`config.mk`:
```
export PLATFORM = sky130hd
export DESIGN_NAME = sic_ctrl
export DESIGN_NICKNAME = d
export VERILOG_FILES = /design/src/pkg/sic_pkg.sv /design/src/logic/sic_ctrl.sv /design/src/logic/sic_sync_flags.sv
export SDC_FILE = /design/constraint.sdc
export NUM_CORES = 1
export LEC_CHECK = 0
export ABC_CLOCK_PERIOD_IN_PS = 8450
export BUFFER_PORTS_ARGS = -buffer_cell sky130_fd_sc_hd__buf_2
export CORE_MARGIN = 2
export CORE_UTILIZATION = 50
export DETAILED_ROUTE_END_ITERATION = 10
export GPL_TIMING_DRIVEN = 0
export PLACE_DENSITY = 0.72
export REMOVE_ABC_BUFFERS = 1
export SETUP_SLACK_MARGIN = 0.05
export SYNTH_ARGS = -nofsm -noshare
export SYNTH_HDL_FRONTEND = slang
export SYNTH_SLANG_ARGS = --single-unit
```
`constraint.sdc`:
```
create_clock -name clk -period 8.45 [get_ports clk]
set_input_delay 2.535 -clock clk [delete_from_list [all_inputs] [get_ports clk]]
set_output_delay 2.535 -clock clk [all_outputs]
set_load 0.01 [all_outputs]
```
`src/pkg/sic_pkg.sv`:
```
// Shared constants, types and register map of the seven-source interrupt controller.
// Assumes one core clock domain and an 8-bit register port with registered read data.
package sic_pkg;

   // ==========================================================================
   // Sizes
   localparam int NUM_SRC = 7;
   localparam int NUM_LVL = 4;
   localparam int LVL_W = 2;
   localparam int SRC_W = 3;
   localparam int DATA_W = 8;
   localparam int ADDR_W = 8;
   localparam int NUM_SYNC = 6;
   localparam int ACQ_FLAGS = 4;
   localparam int FLAG_STRIDE = 2;
   localparam int EN_OFS = 1;
   localparam int CNT_W = 9;
   localparam int EXT_W = 2;

   // ==========================================================================
   // Register offsets
   localparam logic [7:0] OFF_IRQ_ENABLE = 8'ha8;
   localparam logic [7:0] OFF_PRIO_LO = 8'ha9;
   localparam logic [7:0] OFF_PRIO_HI = 8'haa;
   localparam logic [7:0] OFF_ACQ_SYNC = 8'hc0;
   localparam logic [7:0] OFF_DISP_SYNC = 8'hc8;
   localparam logic [7:0] OFF_SRC_REQUEST = 8'hb8;
   localparam logic [7:0] OFF_CTRL_STATUS = 8'hb9;
   localparam logic [7:0] OFF_EVT_STATUS = 8'hba;
   localparam logic [7:0] OFF_EVT_MASK = 8'hbb;
   localparam logic [7:0] OFF_EXT_MODE = 8'hbc;
   localparam logic [7:0] RST_BYTE = 8'h00;

   // ==========================================================================
   // Source indices, equal to their enable bit positions
   localparam int SRC_EXT_A = 0;
   localparam int SRC_TMR0 = 1;
   localparam int SRC_EXT_B = 2;
   localparam int SRC_TMR1 = 3;
   localparam int SRC_SERIAL = 4;
   localparam int SRC_SYNC = 5;
   localparam int SRC_ADC = 6;
   localparam int GLOBAL_EN_BIT = 7;
   localparam int BUSY_BIT = 7;

   // ==========================================================================
   // Vectors
   localparam logic [7:0] VEC_EXT_A = 8'h03;
   localparam logic [7:0] VEC_TMR0 = 8'h0b;
   localparam logic [7:0] VEC_EXT_B = 8'h13;
   localparam logic [7:0] VEC_TMR1 = 8'h1b;
   localparam logic [7:0] VEC_SERIAL = 8'h23;
   localparam logic [7:0] VEC_SYNC = 8'h2b;
   localparam logic [7:0] VEC_ADC = 8'h33;
   localparam logic [NUM_SRC-1:0][7:0] VECTOR_TABLE = {VEC_ADC, VEC_SYNC, VEC_SERIAL,
      VEC_TMR1, VEC_EXT_B, VEC_TMR0, VEC_EXT_A};

   // ==========================================================================
   // Timing
   localparam real CLK_PERIOD_NS = 8.0;
   localparam real LAT_MIN_US = 0.89;
   localparam real LAT_MAX_US = 2.33;
   localparam int LAT_MIN_CYC = int'($ceil(LAT_MIN_US * 1000.0 / CLK_PERIOD_NS));
   localparam int LAT_MAX_CYC = int'($floor(LAT_MAX_US * 1000.0 / CLK_PERIOD_NS));

   // ==========================================================================
   // Types
   typedef enum logic [1:0] {
      SIC_IDLE = 2'b00,
      SIC_WAIT = 2'b01,
      SIC_JUMP = 2'b10
   } sic_state_t;

   typedef struct packed {
      logic disp_vsync;
      logic disp_hsync;
      logic acq_even;
      logic acq_line24;
      logic acq_vsync;
      logic acq_hsync;
   } sic_sync_in_t;

   typedef struct packed {
      logic tmr0_ovf;
      logic tmr1_ovf;
      logic ser_rx_done;
      logic ser_tx_done;
      logic adc_done;
   } sic_src_evt_t;

   typedef struct packed {
      logic valid;
      logic [SRC_W-1:0] src;
      logic [LVL_W-1:0] level;
      logic [7:0] vector;
   } sic_jump_t;

endpackage : sic_pkg

```
`src/logic/sic_ctrl.sv`:
```
// Seven-source prioritised nested interrupt controller, top level.
// Assumes the core takes the jump pulse at once and pulses reti at each routine end.
//
// The strobed register port was chosen for this implementation.
`timescale 1ns/10ps
module sic_ctrl #(
   parameter int LAT_CYC = sic_pkg::LAT_MIN_CYC
) (
   input wire logic clk,
   input wire logic reset_n,
   input wire logic [7:0] addr,
   input wire logic [7:0] wdata,
   input wire logic wr_en,
   input wire logic rd_en,
   output logic [7:0] rdata,
   input wire logic ext_irq_pin_a_n,
   input wire logic ext_irq_pin_b_n,
   input wire sic_pkg::sic_src_evt_t src_evt,
   input wire sic_pkg::sic_sync_in_t sync_in,
   input wire logic reti,
   output sic_pkg::sic_jump_t jump,
   output logic irq_out
);

   localparam int LAT_HI_I = sic_pkg::LAT_MAX_CYC;
   localparam int NS = sic_pkg::NUM_SRC;

   logic [7:0] irq_enable_q;
   logic [7:0] prio_lo_q;
   logic [7:0] prio_hi_q;
   logic [7:0] evt_status_q;
   logic [7:0] evt_mask_q;
   logic [7:0] rdata_q;
   logic [sic_pkg::EXT_W-1:0] ext_mode_q;
   logic [sic_pkg::SRC_SYNC-1:0] pend_lo_q;
   logic [sic_pkg::SRC_SYNC-1:0] pend_lo_d;
   logic adc_pend_q;
   logic pin_a_q;
   logic pin_b_q;
   logic [sic_pkg::NUM_LVL-1:0] active_q;
   logic [sic_pkg::NUM_LVL-1:0] active_d;
   logic [sic_pkg::NUM_LVL-1:0] hi_onehot;
   logic [sic_pkg::LVL_W-1:0] cur_lvl;
   logic [sic_pkg::CNT_W-1:0] cnt_q;
   logic [sic_pkg::SRC_W-1:0] win_src_q;
   logic [sic_pkg::SRC_W-1:0] best_src;
   logic [sic_pkg::LVL_W-1:0] best_lvl;
   logic best_found;
   logic [NS-1:0][sic_pkg::LVL_W-1:0] lvl;
   logic [NS-1:0] req_vec;
   logic [NS-1:0] eligible;
   logic [7:0] acq_reg;
   logic [7:0] disp_reg;
   logic [7:0] acq_reg_q;
   logic [7:0] disp_reg_q;
   logic sync_req;
   logic still_ok;
   logic accept;
   logic tie_lower;
   sic_pkg::sic_state_t state_q;
   sic_pkg::sic_jump_t jump_q;

   // ==========================================================================
   // Address decode
   logic wr_ie, wr_plo, wr_phi, wr_req, wr_mask, wr_ext, wr_acq, wr_disp, rd_stat;
   assign wr_ie = wr_en && (addr == sic_pkg::OFF_IRQ_ENABLE);
   assign wr_plo = wr_en && (addr == sic_pkg::OFF_PRIO_LO);
   assign wr_phi = wr_en && (addr == sic_pkg::OFF_PRIO_HI);
   assign wr_req = wr_en && (addr == sic_pkg::OFF_SRC_REQUEST);
   assign wr_mask = wr_en && (addr == sic_pkg::OFF_EVT_MASK);
   assign wr_ext = wr_en && (addr == sic_pkg::OFF_EXT_MODE);
   assign wr_acq = wr_en && (addr == sic_pkg::OFF_ACQ_SYNC);
   assign wr_disp = wr_en && (addr == sic_pkg::OFF_DISP_SYNC);
   assign rd_stat = rd_en && (addr == sic_pkg::OFF_EVT_STATUS);

   // ==========================================================================
   // Sync request group
   sic_sync_flags u_sync (
      .clk(clk),
      .reset_n(reset_n),
      .sync_in(sync_in),
      .acq_wr(wr_acq),
      .disp_wr(wr_disp),
      .wdata(wdata),
      .acq_reg(acq_reg),
      .disp_reg(disp_reg),
      .sync_req(sync_req)
   );

   // Plain aliases of the flag images; the read mux below registers them
   assign acq_reg_q = acq_reg;
   assign disp_reg_q = disp_reg;

   // ==========================================================================
   // Configuration registers
   always_ff @(posedge clk) begin
      if (!reset_n) begin
         irq_enable_q <= sic_pkg::RST_BYTE;
         prio_lo_q <= sic_pkg::RST_BYTE;
         prio_hi_q <= sic_pkg::RST_BYTE;
         evt_mask_q <= sic_pkg::RST_BYTE;
         ext_mode_q <= '0;
      end else begin
         if (wr_ie) irq_enable_q <= wdata;
         if (wr_plo) prio_lo_q <= wdata;
         if (wr_phi) prio_hi_q <= wdata;
         if (wr_mask) evt_mask_q <= wdata;
         if (wr_ext) ext_mode_q <= wdata[sic_pkg::EXT_W-1:0];
      end
   end

   // ==========================================================================
   // Request flags; a hardware set wins over a same-cycle software clear
   logic [sic_pkg::SRC_SYNC-1:0] hw_set, hw_clr, lvl_mode, lvl_val;
   assign hw_set = {src_evt.ser_rx_done | src_evt.ser_tx_done, src_evt.tmr1_ovf,
                    pin_b_q & ~ext_irq_pin_b_n, src_evt.tmr0_ovf,
                    pin_a_q & ~ext_irq_pin_a_n};
   assign lvl_mode = {1'b0, 1'b0, ~ext_mode_q[1], 1'b0, ~ext_mode_q[0]};
   assign lvl_val = {1'b0, 1'b0, ~ext_irq_pin_b_n, 1'b0, ~ext_irq_pin_a_n};

   // Serial flag is left for software, like the receive and transmit flags it mirrors
   always_comb begin
      for (int i = 0; i < sic_pkg::SRC_SYNC; i++) begin
         hw_clr[i] = accept && (win_src_q == sic_pkg::SRC_W'(i)) && (i != sic_pkg::SRC_SERIAL);
         if (lvl_mode[i]) begin
            pend_lo_d[i] = lvl_val[i];
         end else begin
            pend_lo_d[i] = hw_set[i] | (wr_req ? wdata[i] : (pend_lo_q[i] & ~hw_clr[i]));
         end
      end
   end

   always_ff @(posedge clk) begin
      if (!reset_n) begin
         pend_lo_q <= '0;
         adc_pend_q <= 1'b0;
         pin_a_q <= 1'b1;
         pin_b_q <= 1'b1;
      end else begin
         pend_lo_q <= pend_lo_d;
         adc_pend_q <= src_evt.adc_done | (wr_req ? wdata[sic_pkg::SRC_ADC] : adc_pend_q);
         pin_a_q <= ext_irq_pin_a_n;
         pin_b_q <= ext_irq_pin_b_n;
      end
   end

   // Seven request lines in vector order
   assign req_vec = {adc_pend_q, sync_req, pend_lo_q};

   // ==========================================================================
   // Current service level: highest set bit of the active stack
   always_comb begin
      cur_lvl = '0;
      for (int l = 0; l < sic_pkg::NUM_LVL; l++) begin
         if (active_q[l]) cur_lvl = sic_pkg::LVL_W'(l);
      end
      hi_onehot = (active_q != '0) ? (sic_pkg::NUM_LVL'(1) << cur_lvl) : '0;
   end

   // ==========================================================================
   // Eligibility and arbitration
   always_comb begin
      best_found = 1'b0;
      best_src = '0;
      best_lvl = '0;
      for (int i = 0; i < NS; i++) begin
         lvl[i] = {prio_hi_q[i], prio_lo_q[i]};
         eligible[i] = req_vec[i] && irq_enable_q[i]
                       && irq_enable_q[sic_pkg::GLOBAL_EN_BIT]
                       && ((active_q == '0) || (lvl[i] > cur_lvl));
      end
      // Descending scan with >= lets the lowest index win a tie
      for (int i = NS - 1; i >= 0; i--) begin
         if (eligible[i] && (!best_found || lvl[i] >= best_lvl)) begin
            best_found = 1'b1;
            best_src = sic_pkg::SRC_W'(i);
            best_lvl = lvl[i];
         end
      end
   end

   // Tie check helper for the ordering assertion
   always_comb begin
      tie_lower = 1'b0;
      for (int i = 0; i < NS; i++) begin
         if (eligible[i] && (sic_pkg::SRC_W'(i) < best_src) && (lvl[i] >= best_lvl)) begin
            tie_lower = 1'b1;
         end
      end
   end

   assign still_ok = eligible[win_src_q];
   assign accept = (state_q == sic_pkg::SIC_WAIT) && still_ok
                   && (cnt_q == sic_pkg::CNT_W'(LAT_CYC - 1));

   // ==========================================================================
   // Dispatch sequencer; the winner is fixed for the wait, a cancelled one aborts
   always_ff @(posedge clk) begin
      if (!reset_n) begin
         state_q <= sic_pkg::SIC_IDLE;
         cnt_q <= '0;
         win_src_q <= '0;
      end else begin
         unique case (state_q)
            sic_pkg::SIC_IDLE: begin
               cnt_q <= '0;
               if (best_found) begin
                  win_src_q <= best_src;
                  state_q <= sic_pkg::SIC_WAIT;
               end
            end
            sic_pkg::SIC_WAIT: begin
               if (!still_ok) begin
                  state_q <= sic_pkg::SIC_IDLE;
               end else if (accept) begin
                  state_q <= sic_pkg::SIC_JUMP;
               end else begin
                  cnt_q <= cnt_q + 1'b1;
               end
            end
            sic_pkg::SIC_JUMP: begin
               state_q <= sic_pkg::SIC_IDLE;
            end
            default: begin
               state_q <= sic_pkg::SIC_IDLE;
            end
         endcase
      end
   end

   // ==========================================================================
   // Jump output to the core; fields hold after the one-cycle valid
   always_ff @(posedge clk) begin
      if (!reset_n) begin
         jump_q <= '0;
      end else begin
         jump_q.valid <= accept;
         if (accept) begin
            jump_q.src <= win_src_q;
            jump_q.level <= lvl[win_src_q];
            jump_q.vector <= sic_pkg::VECTOR_TABLE[win_src_q];
         end
      end
   end
   assign jump = jump_q;

   // ==========================================================================
   // Active level stack; release precedes a new entry in the same cycle
   always_comb begin
      active_d = active_q;
      if (reti) active_d = active_d & ~hi_onehot;
      if (accept) active_d = active_d | (sic_pkg::NUM_LVL'(1) << lvl[win_src_q]);
   end

   always_ff @(posedge clk) begin
      if (!reset_n) begin
         active_q <= '0;
      end else begin
         active_q <= active_d;
      end
   end

   // ==========================================================================
   // Sticky acceptance events, cleared by read; a new event wins over the clear
   always_ff @(posedge clk) begin
      if (!reset_n) begin
         evt_status_q <= sic_pkg::RST_BYTE;
      end else begin
         evt_status_q <= (rd_stat ? sic_pkg::RST_BYTE : evt_status_q)
                         | (accept ? (8'h01 << win_src_q) : sic_pkg::RST_BYTE);
      end
   end

   assign irq_out = |(evt_status_q & evt_mask_q);

   // ==========================================================================
   // Read data, one cycle after the strobe; unmapped reads give zero
   always_ff @(posedge clk) begin
      if (!reset_n) begin
         rdata_q <= sic_pkg::RST_BYTE;
      end else if (rd_en) begin
         unique case (addr)
            sic_pkg::OFF_IRQ_ENABLE: rdata_q <= irq_enable_q;
            sic_pkg::OFF_PRIO_LO: rdata_q <= {1'b0, prio_lo_q[NS-1:0]};
            sic_pkg::OFF_PRIO_HI: rdata_q <= {1'b0, prio_hi_q[NS-1:0]};
            sic_pkg::OFF_ACQ_SYNC: rdata_q <= acq_reg_q;
            sic_pkg::OFF_DISP_SYNC: rdata_q <= disp_reg_q;
            sic_pkg::OFF_SRC_REQUEST: rdata_q <= {1'b0, req_vec};
            sic_pkg::OFF_CTRL_STATUS: rdata_q <= {state_q != sic_pkg::SIC_IDLE,
                                                  jump_q.src, active_q};
            sic_pkg::OFF_EVT_STATUS: rdata_q <= evt_status_q;
            sic_pkg::OFF_EVT_MASK: rdata_q <= evt_mask_q;
            sic_pkg::OFF_EXT_MODE: rdata_q <= {6'h00, ext_mode_q};
            default: rdata_q <= sic_pkg::RST_BYTE;
         endcase
      end else begin
         rdata_q <= sic_pkg::RST_BYTE;
      end
   end
   assign rdata = rdata_q;

   // ==========================================================================
   // Checks
   a_global_gate: assert property (@(posedge clk) disable iff (!reset_n)
      jump_q.valid |-> $past(irq_enable_q[sic_pkg::GLOBAL_EN_BIT]))
      else $error("jump taken while global enable low");

   a_global_blocks: assert property (@(posedge clk) disable iff (!reset_n)
      !irq_enable_q[sic_pkg::GLOBAL_EN_BIT] [*2] |-> !accept)
      else $error("accept with global enable low");

   a_source_enable: assert property (@(posedge clk) disable iff (!reset_n)
      jump_q.valid |-> $past(irq_enable_q[win_src_q]) && $past(req_vec[win_src_q]))
      else $error("jump for a disabled or idle source");

   a_vector_ext_a: assert property (@(posedge clk) disable iff (!reset_n)
      jump_q.valid && (jump_q.src == sic_pkg::SRC_W'(sic_pkg::SRC_EXT_A))
      |-> jump_q.vector == sic_pkg::VEC_EXT_A)
      else $error("wrong vector for pin A");

   a_vector_serial: assert property (@(posedge clk) disable iff (!reset_n)
      jump_q.valid && (jump_q.src == sic_pkg::SRC_W'(sic_pkg::SRC_SERIAL))
      |-> jump_q.vector == sic_pkg::VEC_SERIAL)
      else $error("wrong vector for serial");

   a_vector_adc: assert property (@(posedge clk) disable iff (!reset_n)
      jump_q.valid && (jump_q.src == sic_pkg::SRC_W'(sic_pkg::SRC_ADC))
      |-> jump_q.vector == sic_pkg::VEC_ADC)
      else $error("wrong vector for ADC");

   a_latency_bound: assert property (@(posedge clk) disable iff (!reset_n)
      $rose(state_q == sic_pkg::SIC_WAIT) |-> ##[1:LAT_HI_I] (state_q != sic_pkg::SIC_WAIT))
      else $error("dispatch wait too long");

   a_latency_floor: assert property (@(posedge clk) disable iff (!reset_n)
      jump_q.valid |-> $past(cnt_q) == sic_pkg::CNT_W'(LAT_CYC - 1))
      else $error("dispatch wait too short");

   a_nest_above: assert property (@(posedge clk) disable iff (!reset_n)
      jump_q.valid |-> ($past(active_q) == '0) || (jump_q.level > $past(cur_lvl)))
      else $error("jump without pre-empting level");

   a_tie_order: assert property (@(posedge clk) disable iff (!reset_n)
      (state_q == sic_pkg::SIC_IDLE) && best_found |-> !tie_lower)
      else $error("tie not given to lowest index");

   a_sw_request: assert property (@(posedge clk) disable iff (!reset_n)
      wr_req && !src_evt.tmr0_ovf && !accept
      |=> pend_lo_q[sic_pkg::SRC_TMR0] == $past(wdata[sic_pkg::SRC_TMR0]))
      else $error("software request write lost");

   a_reti_release: assert property (@(posedge clk) disable iff (!reset_n)
      reti && (active_q != '0) && !accept |=> $countones(active_q) < $countones($past(active_q)))
      else $error("routine end did not release level");

endmodule : sic_ctrl

```
`src/logic/sic_sync_flags.sv`:
```
// Sync request flag group: acquisition and display sync request registers.
// Assumes sync inputs are synchronous to clk and held at least one cycle high.
`timescale 1ns/10ps
module sic_sync_flags (
   input wire logic clk,
   input wire logic reset_n,
   input wire sic_pkg::sic_sync_in_t sync_in,
   input wire logic acq_wr,
   input wire logic disp_wr,
   input wire logic [7:0] wdata,
   output logic [7:0] acq_reg,
   output logic [7:0] disp_reg,
   output logic sync_req
);

   logic [sic_pkg::NUM_SYNC-1:0] sync_bits;
   logic [sic_pkg::NUM_SYNC-1:0] prev_q;
   logic [sic_pkg::NUM_SYNC-1:0] flag_q;
   logic [sic_pkg::NUM_SYNC-1:0] en_q;

   assign sync_bits = sync_in;

   // ==========================================================================
   // Previous sample for rising edge detection
   always_ff @(posedge clk) begin
      if (!reset_n) begin
         prev_q <= '0;
      end else begin
         prev_q <= sync_bits;
      end
   end

   // ==========================================================================
   // One flag and one enable per sync source
   genvar k;
   generate
      for (k = 0; k < sic_pkg::NUM_SYNC; k++) begin : g_flag
         localparam int FB = sic_pkg::FLAG_STRIDE * (k % sic_pkg::ACQ_FLAGS);
         localparam int EB = FB + sic_pkg::EN_OFS;
         logic wr;
         logic rise;
         assign wr = (k < sic_pkg::ACQ_FLAGS) ? acq_wr : disp_wr;
         assign rise = sync_bits[k] & ~prev_q[k];

         // Edge set beats a software clear in the same cycle
         always_ff @(posedge clk) begin
            if (!reset_n) begin
               flag_q[k] <= 1'b0;
               en_q[k] <= 1'b0;
            end else begin
               flag_q[k] <= rise | (wr ? wdata[FB] : flag_q[k]);
               en_q[k] <= wr ? wdata[EB] : en_q[k];
            end
         end

         a_sync_edge_set: assert property (@(posedge clk) disable iff (!reset_n)
            rise |=> flag_q[k] [*2] or (flag_q[k] ##1 $past(wr)))
            else $error("sync flag not set by rising edge");
      end
   endgenerate

   // ==========================================================================
   // Register images; display bits above the group read zero
   always_comb begin
      acq_reg = '0;
      disp_reg = '0;
      for (int i = 0; i < sic_pkg::NUM_SYNC; i++) begin
         if (i < sic_pkg::ACQ_FLAGS) begin
            acq_reg[sic_pkg::FLAG_STRIDE * i] = flag_q[i];
            acq_reg[sic_pkg::FLAG_STRIDE * i + sic_pkg::EN_OFS] = en_q[i];
         end else begin
            disp_reg[sic_pkg::FLAG_STRIDE * (i - sic_pkg::ACQ_FLAGS)] = flag_q[i];
            disp_reg[sic_pkg::FLAG_STRIDE * (i - sic_pkg::ACQ_FLAGS) + sic_pkg::EN_OFS] =
               en_q[i];
         end
      end
   end

   // Any enabled flag raises the shared sync request
   assign sync_req = |(flag_q & en_q);

endmodule : sic_sync_flags

```
# After elaboration in Yosys (flattened, before gate mapping)
# Memories as Yosys holds them, arrays and structs flattened. A register that Yosys moved wholly into a read port is not among the register bits.
# Cells that the tools add are included.
# word_totals
register_bits	98
rom_bits	64
input_bits	34
output_inout_bits	23
elab_cells	240
n_memories	1
# mem_list
name	words	width	rd	rd_clocked_by_memory_dff	write_ports	line	text
(no name shown)	8	8	1	1	0	sic_ctrl.sv:241	jump_q.vector <= sic_pkg::VECTOR_TABLE[win_src_q];
# classes
add_sub_neg	1
magnitude_cmp	14
eq_ne	19
shift	3
mux	54
n_bitwise	43
n_reduce_logical	74
# op_table
operator	n
8-bit equality test (second input constant)	10
8-bit one-hot mux with 10 select lines	1
1-bit logical AND	42
2-bit two-way mux	12
1-bit two-way mux	23
3-bit two-way mux	7
9-bit two-way mux	2
9-bit one-hot mux with 2 select lines	1
8-bit two-way mux	2
2-bit greater-than comparator	7
1-bit logical OR	13
1-bit bitwise OR	13
1-bit bitwise AND	12
2-bit >= comparator	6
4-bit two-way mux	3
1-bit inverter	12
9-bit by 1-bit adder with 9-bit output (second input constant)	1
9-bit by 7-bit equality test with 1-bit output (second input constant)	1
8-bit bitwise AND	1
8-bit bitwise OR	1
8-bit OR reduction	1
1-bit by 2-bit << shifter with 4-bit output (first input constant)	2
1-bit by 3-bit << shifter with 8-bit output (first input constant)	1
1-bit logical NOT	7
21 further kinds	27

# Longest topological paths before layout
# depth
ltp_word	33
mapped_depth	44

# Cells and area by module
# From an unflattened synthesis, not the netlist that was laid out.
# hier_totals
hier_cells	662
area_unflattened_um2	5751.8
# modules_own_cells
mod	instances	cells_per_inst	area_per_inst_um2
sic_ctrl	1	596	5026.1
sic_sync_flags	1	66	725.7

# Worst setup path after synthesis
# Ideal clock, no wire load.
# synth_timing
path_kind	reg-to-reg
from	reg active_q[3] (netlist bit)
to	reg win_src_q[2] (netlist bit)
setup_time_ps	61
arrival_time_ps	7986
required_ps	8389
setup_slack_ps	403
stages_incl_launch_ff	43
path_buffers	0
synth_period_minus_slack_ps	8047
cell_sequence	dfxtp_1 > nor2_1 > ha_1 > nor2b_1 > o21ai_0 > a21oi_1 > nand2_1 > ha_1 > a21boi_0 > a2111oi_2 > or3_1 > nand2_1 > ha_1 > nand2b_1 > a21oi_1 > o211ai_1 > and4_1 > a31oi_1 > (+7 left out) > nand2b_1 > a21oi_1 > o41ai_1 > a32o_1 > a21oi_1 > nor2_1 > ha_1 > nand2b_1 > a221o_1 > o2bb2ai_1 > o21ai_1 > ha_1 > nand2b_1 > a21oi_1 > o211ai_1 > a31o_2 > a21oi_1 > a32o_1
# synth_between
elab_chain_len	30
# synth_lines
item	line	text
from (decl)	sic_ctrl.sv:40	logic [sic_pkg::NUM_LVL-1:0] active_q;
from (signal assigned)	sic_ctrl.sv:259	active_q <= active_d;
2-bit two-way mux	sic_ctrl.sv:155	if (active_q[l]) cur_lvl = sic_pkg::LVL_W'(l);
2-bit greater-than comparator	sic_ctrl.sv:170	&& ((active_q == '0) || (lvl[i] > cur_lvl));
1-bit logical OR	sic_ctrl.sv:170	
1-bit logical AND	sic_ctrl.sv:170	
2-bit two-way mux / 1-bit two-way mux (equally long branches)	sic_ctrl.sv:174	if (eligible[i] && (!best_found || lvl[i] >= best_lvl)) begin
2-bit >= comparator / 1-bit logical NOT (equally long branches)	sic_ctrl.sv:174	
1-bit logical OR	sic_ctrl.sv:174	
1-bit logical AND	sic_ctrl.sv:174	
(+14 left out)	-	
1-bit logical OR	sic_ctrl.sv:174	
1-bit logical AND	sic_ctrl.sv:174	
2-bit two-way mux / 1-bit two-way mux (equally long branches)	sic_ctrl.sv:174	
2-bit >= comparator / 1-bit logical NOT (equally long branches)	sic_ctrl.sv:174	
1-bit logical OR	sic_ctrl.sv:174	
1-bit logical AND	sic_ctrl.sv:174	
1-bit two-way mux	sic_ctrl.sv:174	
2-bit AND reduction (no source line)	-	
to (signal assigned)	sic_ctrl.sv:208	win_src_q <= best_src;
to (decl)	sic_ctrl.sv:45	logic [sic_pkg::SRC_W-1:0] win_src_q;
# Parallel ways exist; a longest one is shown, timed or not.
# A chain may end at the register's enable or synchronous reset.

# Final worst setup path
# layout_timing
from	reg active_q[2] (netlist bit)
to	reg win_src_q[2] (netlist bit)
# layout_between
elab_chain_len	31
# layout_lines
item	line
2-bit two-way mux (2 in series)	sic_ctrl.sv:155
2-bit greater-than comparator	sic_ctrl.sv:170
1-bit logical OR	sic_ctrl.sv:170
1-bit logical AND	sic_ctrl.sv:170
2-bit two-way mux / 1-bit two-way mux (equally long branches)	sic_ctrl.sv:174
2-bit >= comparator / 1-bit logical NOT (equally long branches)	sic_ctrl.sv:174
1-bit logical OR	sic_ctrl.sv:174
1-bit logical AND	sic_ctrl.sv:174
(+14 left out)	-
1-bit logical OR	sic_ctrl.sv:174
1-bit logical AND	sic_ctrl.sv:174
2-bit two-way mux / 1-bit two-way mux (equally long branches)	sic_ctrl.sv:174
2-bit >= comparator / 1-bit logical NOT (equally long branches)	sic_ctrl.sv:174
1-bit logical OR	sic_ctrl.sv:174
1-bit logical AND	sic_ctrl.sv:174
1-bit two-way mux	sic_ctrl.sv:174
2-bit AND reduction (no source line)	-
# Parallel ways exist; a longest one is shown, timed or not.

==> run summary <==
OpenSTA, run right after detailed placement, puts the worst setup slack at -0.925 ns. Critical path's top delay family: compound AO/OA/AOI/OAI gates. The die is 109 µm tall. The sequential fraction of the synthesis area is 36.2%. The worst hold path class was flip-flop to flip-flop. Number of flops mapped to enable cells by yosys: 0. The logs give 5840 µm² for the total cell area at the placement stage and 3 for the maximum level of the CTS H-tree. For this run, the top clock speed supported by timing is 122 MHz. The type of element launching the critical path is a flip-flop.

The number of fill cells in the layout came out at 1026. The area occupied by multi-input gates was 3540 µm². Of all nets on the critical path, the largest fanout is 6. Number of setup violations in the final report: 0. Number of antenna violations at the first check in global routing: 0. The first global-routing pass estimated 26.2 mm of wire.

The clock transition at the registers of the reported paths is 0.10 ns. The run gives 66 as the number of different library cells in the post-synthesis netlist. After synthesis the cells add up to 5540 µm².

Synthesis-stage register bit count: 100. Once the floorplan was initialized, standard cells occupied 51.1% of the core. TritonCTS built the clock tree.

The clock reaches the later pin of the worst-skew pair after 0.40 ns. The commonest register cell after synthesis was sky130_fd_sc_hd__dfxtp_1. The register ranked first by flip-flop count was cnt_q. Setup slack closes at 0.270 ns. The tools report the number of global-route vias before repair as 5169. The final net count was 786; the pin count of the biggest net entering global routing was 44. The async set-reset flop share out of synthesis is 0%, and the data arrival time of the critical path is 8.51 ns.

Dividing the detail-routed via count by the number of cells gives 6.39. The total power per unit cell area was 128 nW/µm². Slowest cell on the critical path: sky130_fd_sc_hd__a221o_1. 57 I/O pins were placed. Headroom to the max-slew limit came out at 16.0%.

Counting stages on the worst path, the most repeated cell is sky130_fd_sc_hd__ha_1. Leaving out fill and tap cells, the most frequent cell in the layout is sky130_fd_sc_hd__dfxtp_1. The maximum number of buffers from clock root to sink is 2, and the area taken by flip-flops and latches is 2010 µm². The logs give 0.0199 ns for the clock skew after layout and 0 for the number of diodes.

The total negative setup slack is 0 ns, and the final HPWL from detailed placement is 11.7 mm. For the worst setup path, the data required time is 8.78 ns. The first routing iteration left 656 violations. For the count of standard-cell rows, the log shows 38.

For this run, the slowest stage of the critical path takes 0.41 ns. Together, buffers and inverters on the worst path number 2. The number of clock buffers added by TritonCTS is 9. The worst setup path is captured at a flip-flop. The tools report the cell count after synthesis as 676. At the end of routability-driven placement, the weighted congestion stood at 0.921.

The width of the die works out to 109 µm. The cell area after layout was 6430 µm²; the area overhead of the layout relative to synthesis was 16.2%. In this run, post-CTS hold repair placed 0 buffers. The overall global routing resource usage was 28.8%. The tools report the final number of hold-violating endpoints as 0. For the pin with the worst max-slew slack, the measured transition is 1.25 ns.

The run gives 7 as the number of search-and-repair iterations in the first detailed-routing pass. Clock tree synthesis selected as its root buffer the cell sky130_fd_sc_hd__clkbuf_8. In the layout the commonest cells are sky130_fd_sc_hd__dfxtp_1, sky130_fd_sc_hd__nand2_1, sky130_fd_sc_hd__a21oi_1. The tool flagged a number of max-cap violations equal to 0.

The register with the most flip-flops in the layout has 9 of them. For the maximum ir drop on the vdd rail, the log shows 135 µV. The final global-route overflow total was 0; the routed wirelength normalized by instance count was 19.3 µm. After layout, the design draws a total of 0.822 mW.

The final route contains 5560 vias. The run gives 0 as the count of unresolved DRC violations after routing. Setup repair after global routing could not meet its margin everywhere. The core region is 10800 µm².

The count of final max-slew check failures came out at 0. The routed design could run at a clock period as short as 8.18 ns. The analysis attributes to cell leakage a power of 2.42 nW.

For this design, the sink count on the clock tree is 100. The worst setup path category was flip-flop to flip-flop. A synthesized cell averages 8.19 µm². The yosys synthesis warning count was 0. The fraction of final layout cells sized beyond drive strength 1 came out at 19.0%.

Share of the clock period used by the worst path: 96.8%. The number of buffers added on ports is 53, and the sum of routed wire length over all layers is 16.8 mm. The number of nets still failing antenna checks after routing came out at 0. The die covers 11900 µm².

The flow ran to the end, and the final reports show no timing, DRC or antenna violations.
worst paths after layout:
check	slack (ns)	depth (start not counted)	startpoint	endpoint
setup / recovery	0.27	41	active_q[2]$_SDFF_PN0_	win_src_q[2]$_SDFFE_PN0P_
hold / removal	0.48	2	u_sync.disp_reg[1]$_SDFFE_PN0P_	u_sync.disp_reg[1]$_SDFFE_PN0P_
setup reg to reg	0.27	41	active_q[2]$_SDFF_PN0_	win_src_q[2]$_SDFFE_PN0P_
hold reg to reg	0.48	2	u_sync.disp_reg[1]$_SDFFE_PN0P_	u_sync.disp_reg[1]$_SDFFE_PN0P_
cells in the mapped netlist (all sizes together) (4+ instances only):
| cell | instances | area [µm²] |
|---|---|---|
| and2 | 9 | 56.3 |
| nor2 | 51 | 191 |
| nor4 | 5 | 31.3 |
| o21ai | 33 | 165 |
| o211ai | 8 | 60.1 |
| or3 | 10 | 62.6 |
| nor2b | 12 | 75.1 |
| nand2b | 15 | 93.8 |
| o31ai | 4 | 30.0 |
| and3 | 5 | 36.3 |
| a22oi | 19 | 143 |
| mux2i | 31 | 310 |
| inv | 17 | 63.8 |
| dfxtp | 100 | 2000 |
| nand3b | 6 | 45.0 |
| nand2 | 81 | 304 |
| nand3 | 45 | 225 |
| a222oi | 5 | 50.1 |
| o21a | 6 | 45.0 |
| ha | 27 | 338 |
| a211oi | 6 | 45.0 |
| clkbuf | 27 | 101 |
| nor3 | 5 | 25.0 |
| buf | 12 | 77.6 |
| a2111oi | 5 | 71.3 |
| a21o | 4 | 30.0 |
| or4 | 4 | 33.8 |
| a31oi | 11 | 68.8 |
| a21oi | 69 | 345 |
| a221oi | 7 | 61.3 |
power breakdown:
part	total (mW)	internal, mW	switching [mW]
Combinational	0.0414	0.0145	0.0268
Sequential	0.482	0.477	0.00489
Clock	0.299	0.114	0.186
Total	0.822	0.605	0.217
kinds of logic after synthesis:
group	count (synthesis)	synth area share (%)
other	1	0.0677
flip-flops	100	36.2
AO/OA/AOI/OAI	202	24.1
AND/OR/NAND/NOR	255	22.4
multiplexers	34	6.69
buffers and inverters	57	4.45
adder cells (fa/ha/maj)	27	6.10
worst register-to-register path, delay by kind of cell, from the launching register on:
kind            cells  cell delay [ns]
compound gates     24             4.24
fa+ha+maj           7             2.02
buf+inv             2             0.26
flops               1             0.39
simple gates        8             1.22
metal layers:
layer	track usage [%]	vias to the layer above	part of all wire, %
met3	6.10	46	7.4
li1	-	2589	-
met1	35.9	2674	41
met4	13.3	0	4.0
met2	47.5	251	48
met5	0	-	0
per-stage QoR:
step,std cells,hold WS [ns],utilization (%)
final,870,0.480,59.3
after global routing,870,0.504,59.3
after CTS,856,0.479,56.4
after detailed placement,834,0.464,53.9
after global placement,832,0.457,53.6
after floorplan,639,0.444,-
final cells by class:
cell class	instances	area share (%)
multi-input combinational	521	55.1
sequential	100	31.3
timing repair buffer	75	6.90
tap	140	2.72
clock buffer	9	1.93
inverter	18	1.07
clock inverter	7	1.03
what timing repair did:
item | in CTS | in global routing
pin swaps | 4 | 31
buffers inserted | 6 | 14
endpoints found under the setup margin | 3 | 3
resized for setup | 13 | 39
No activity file was read; power rests on OpenSTA's default activity.
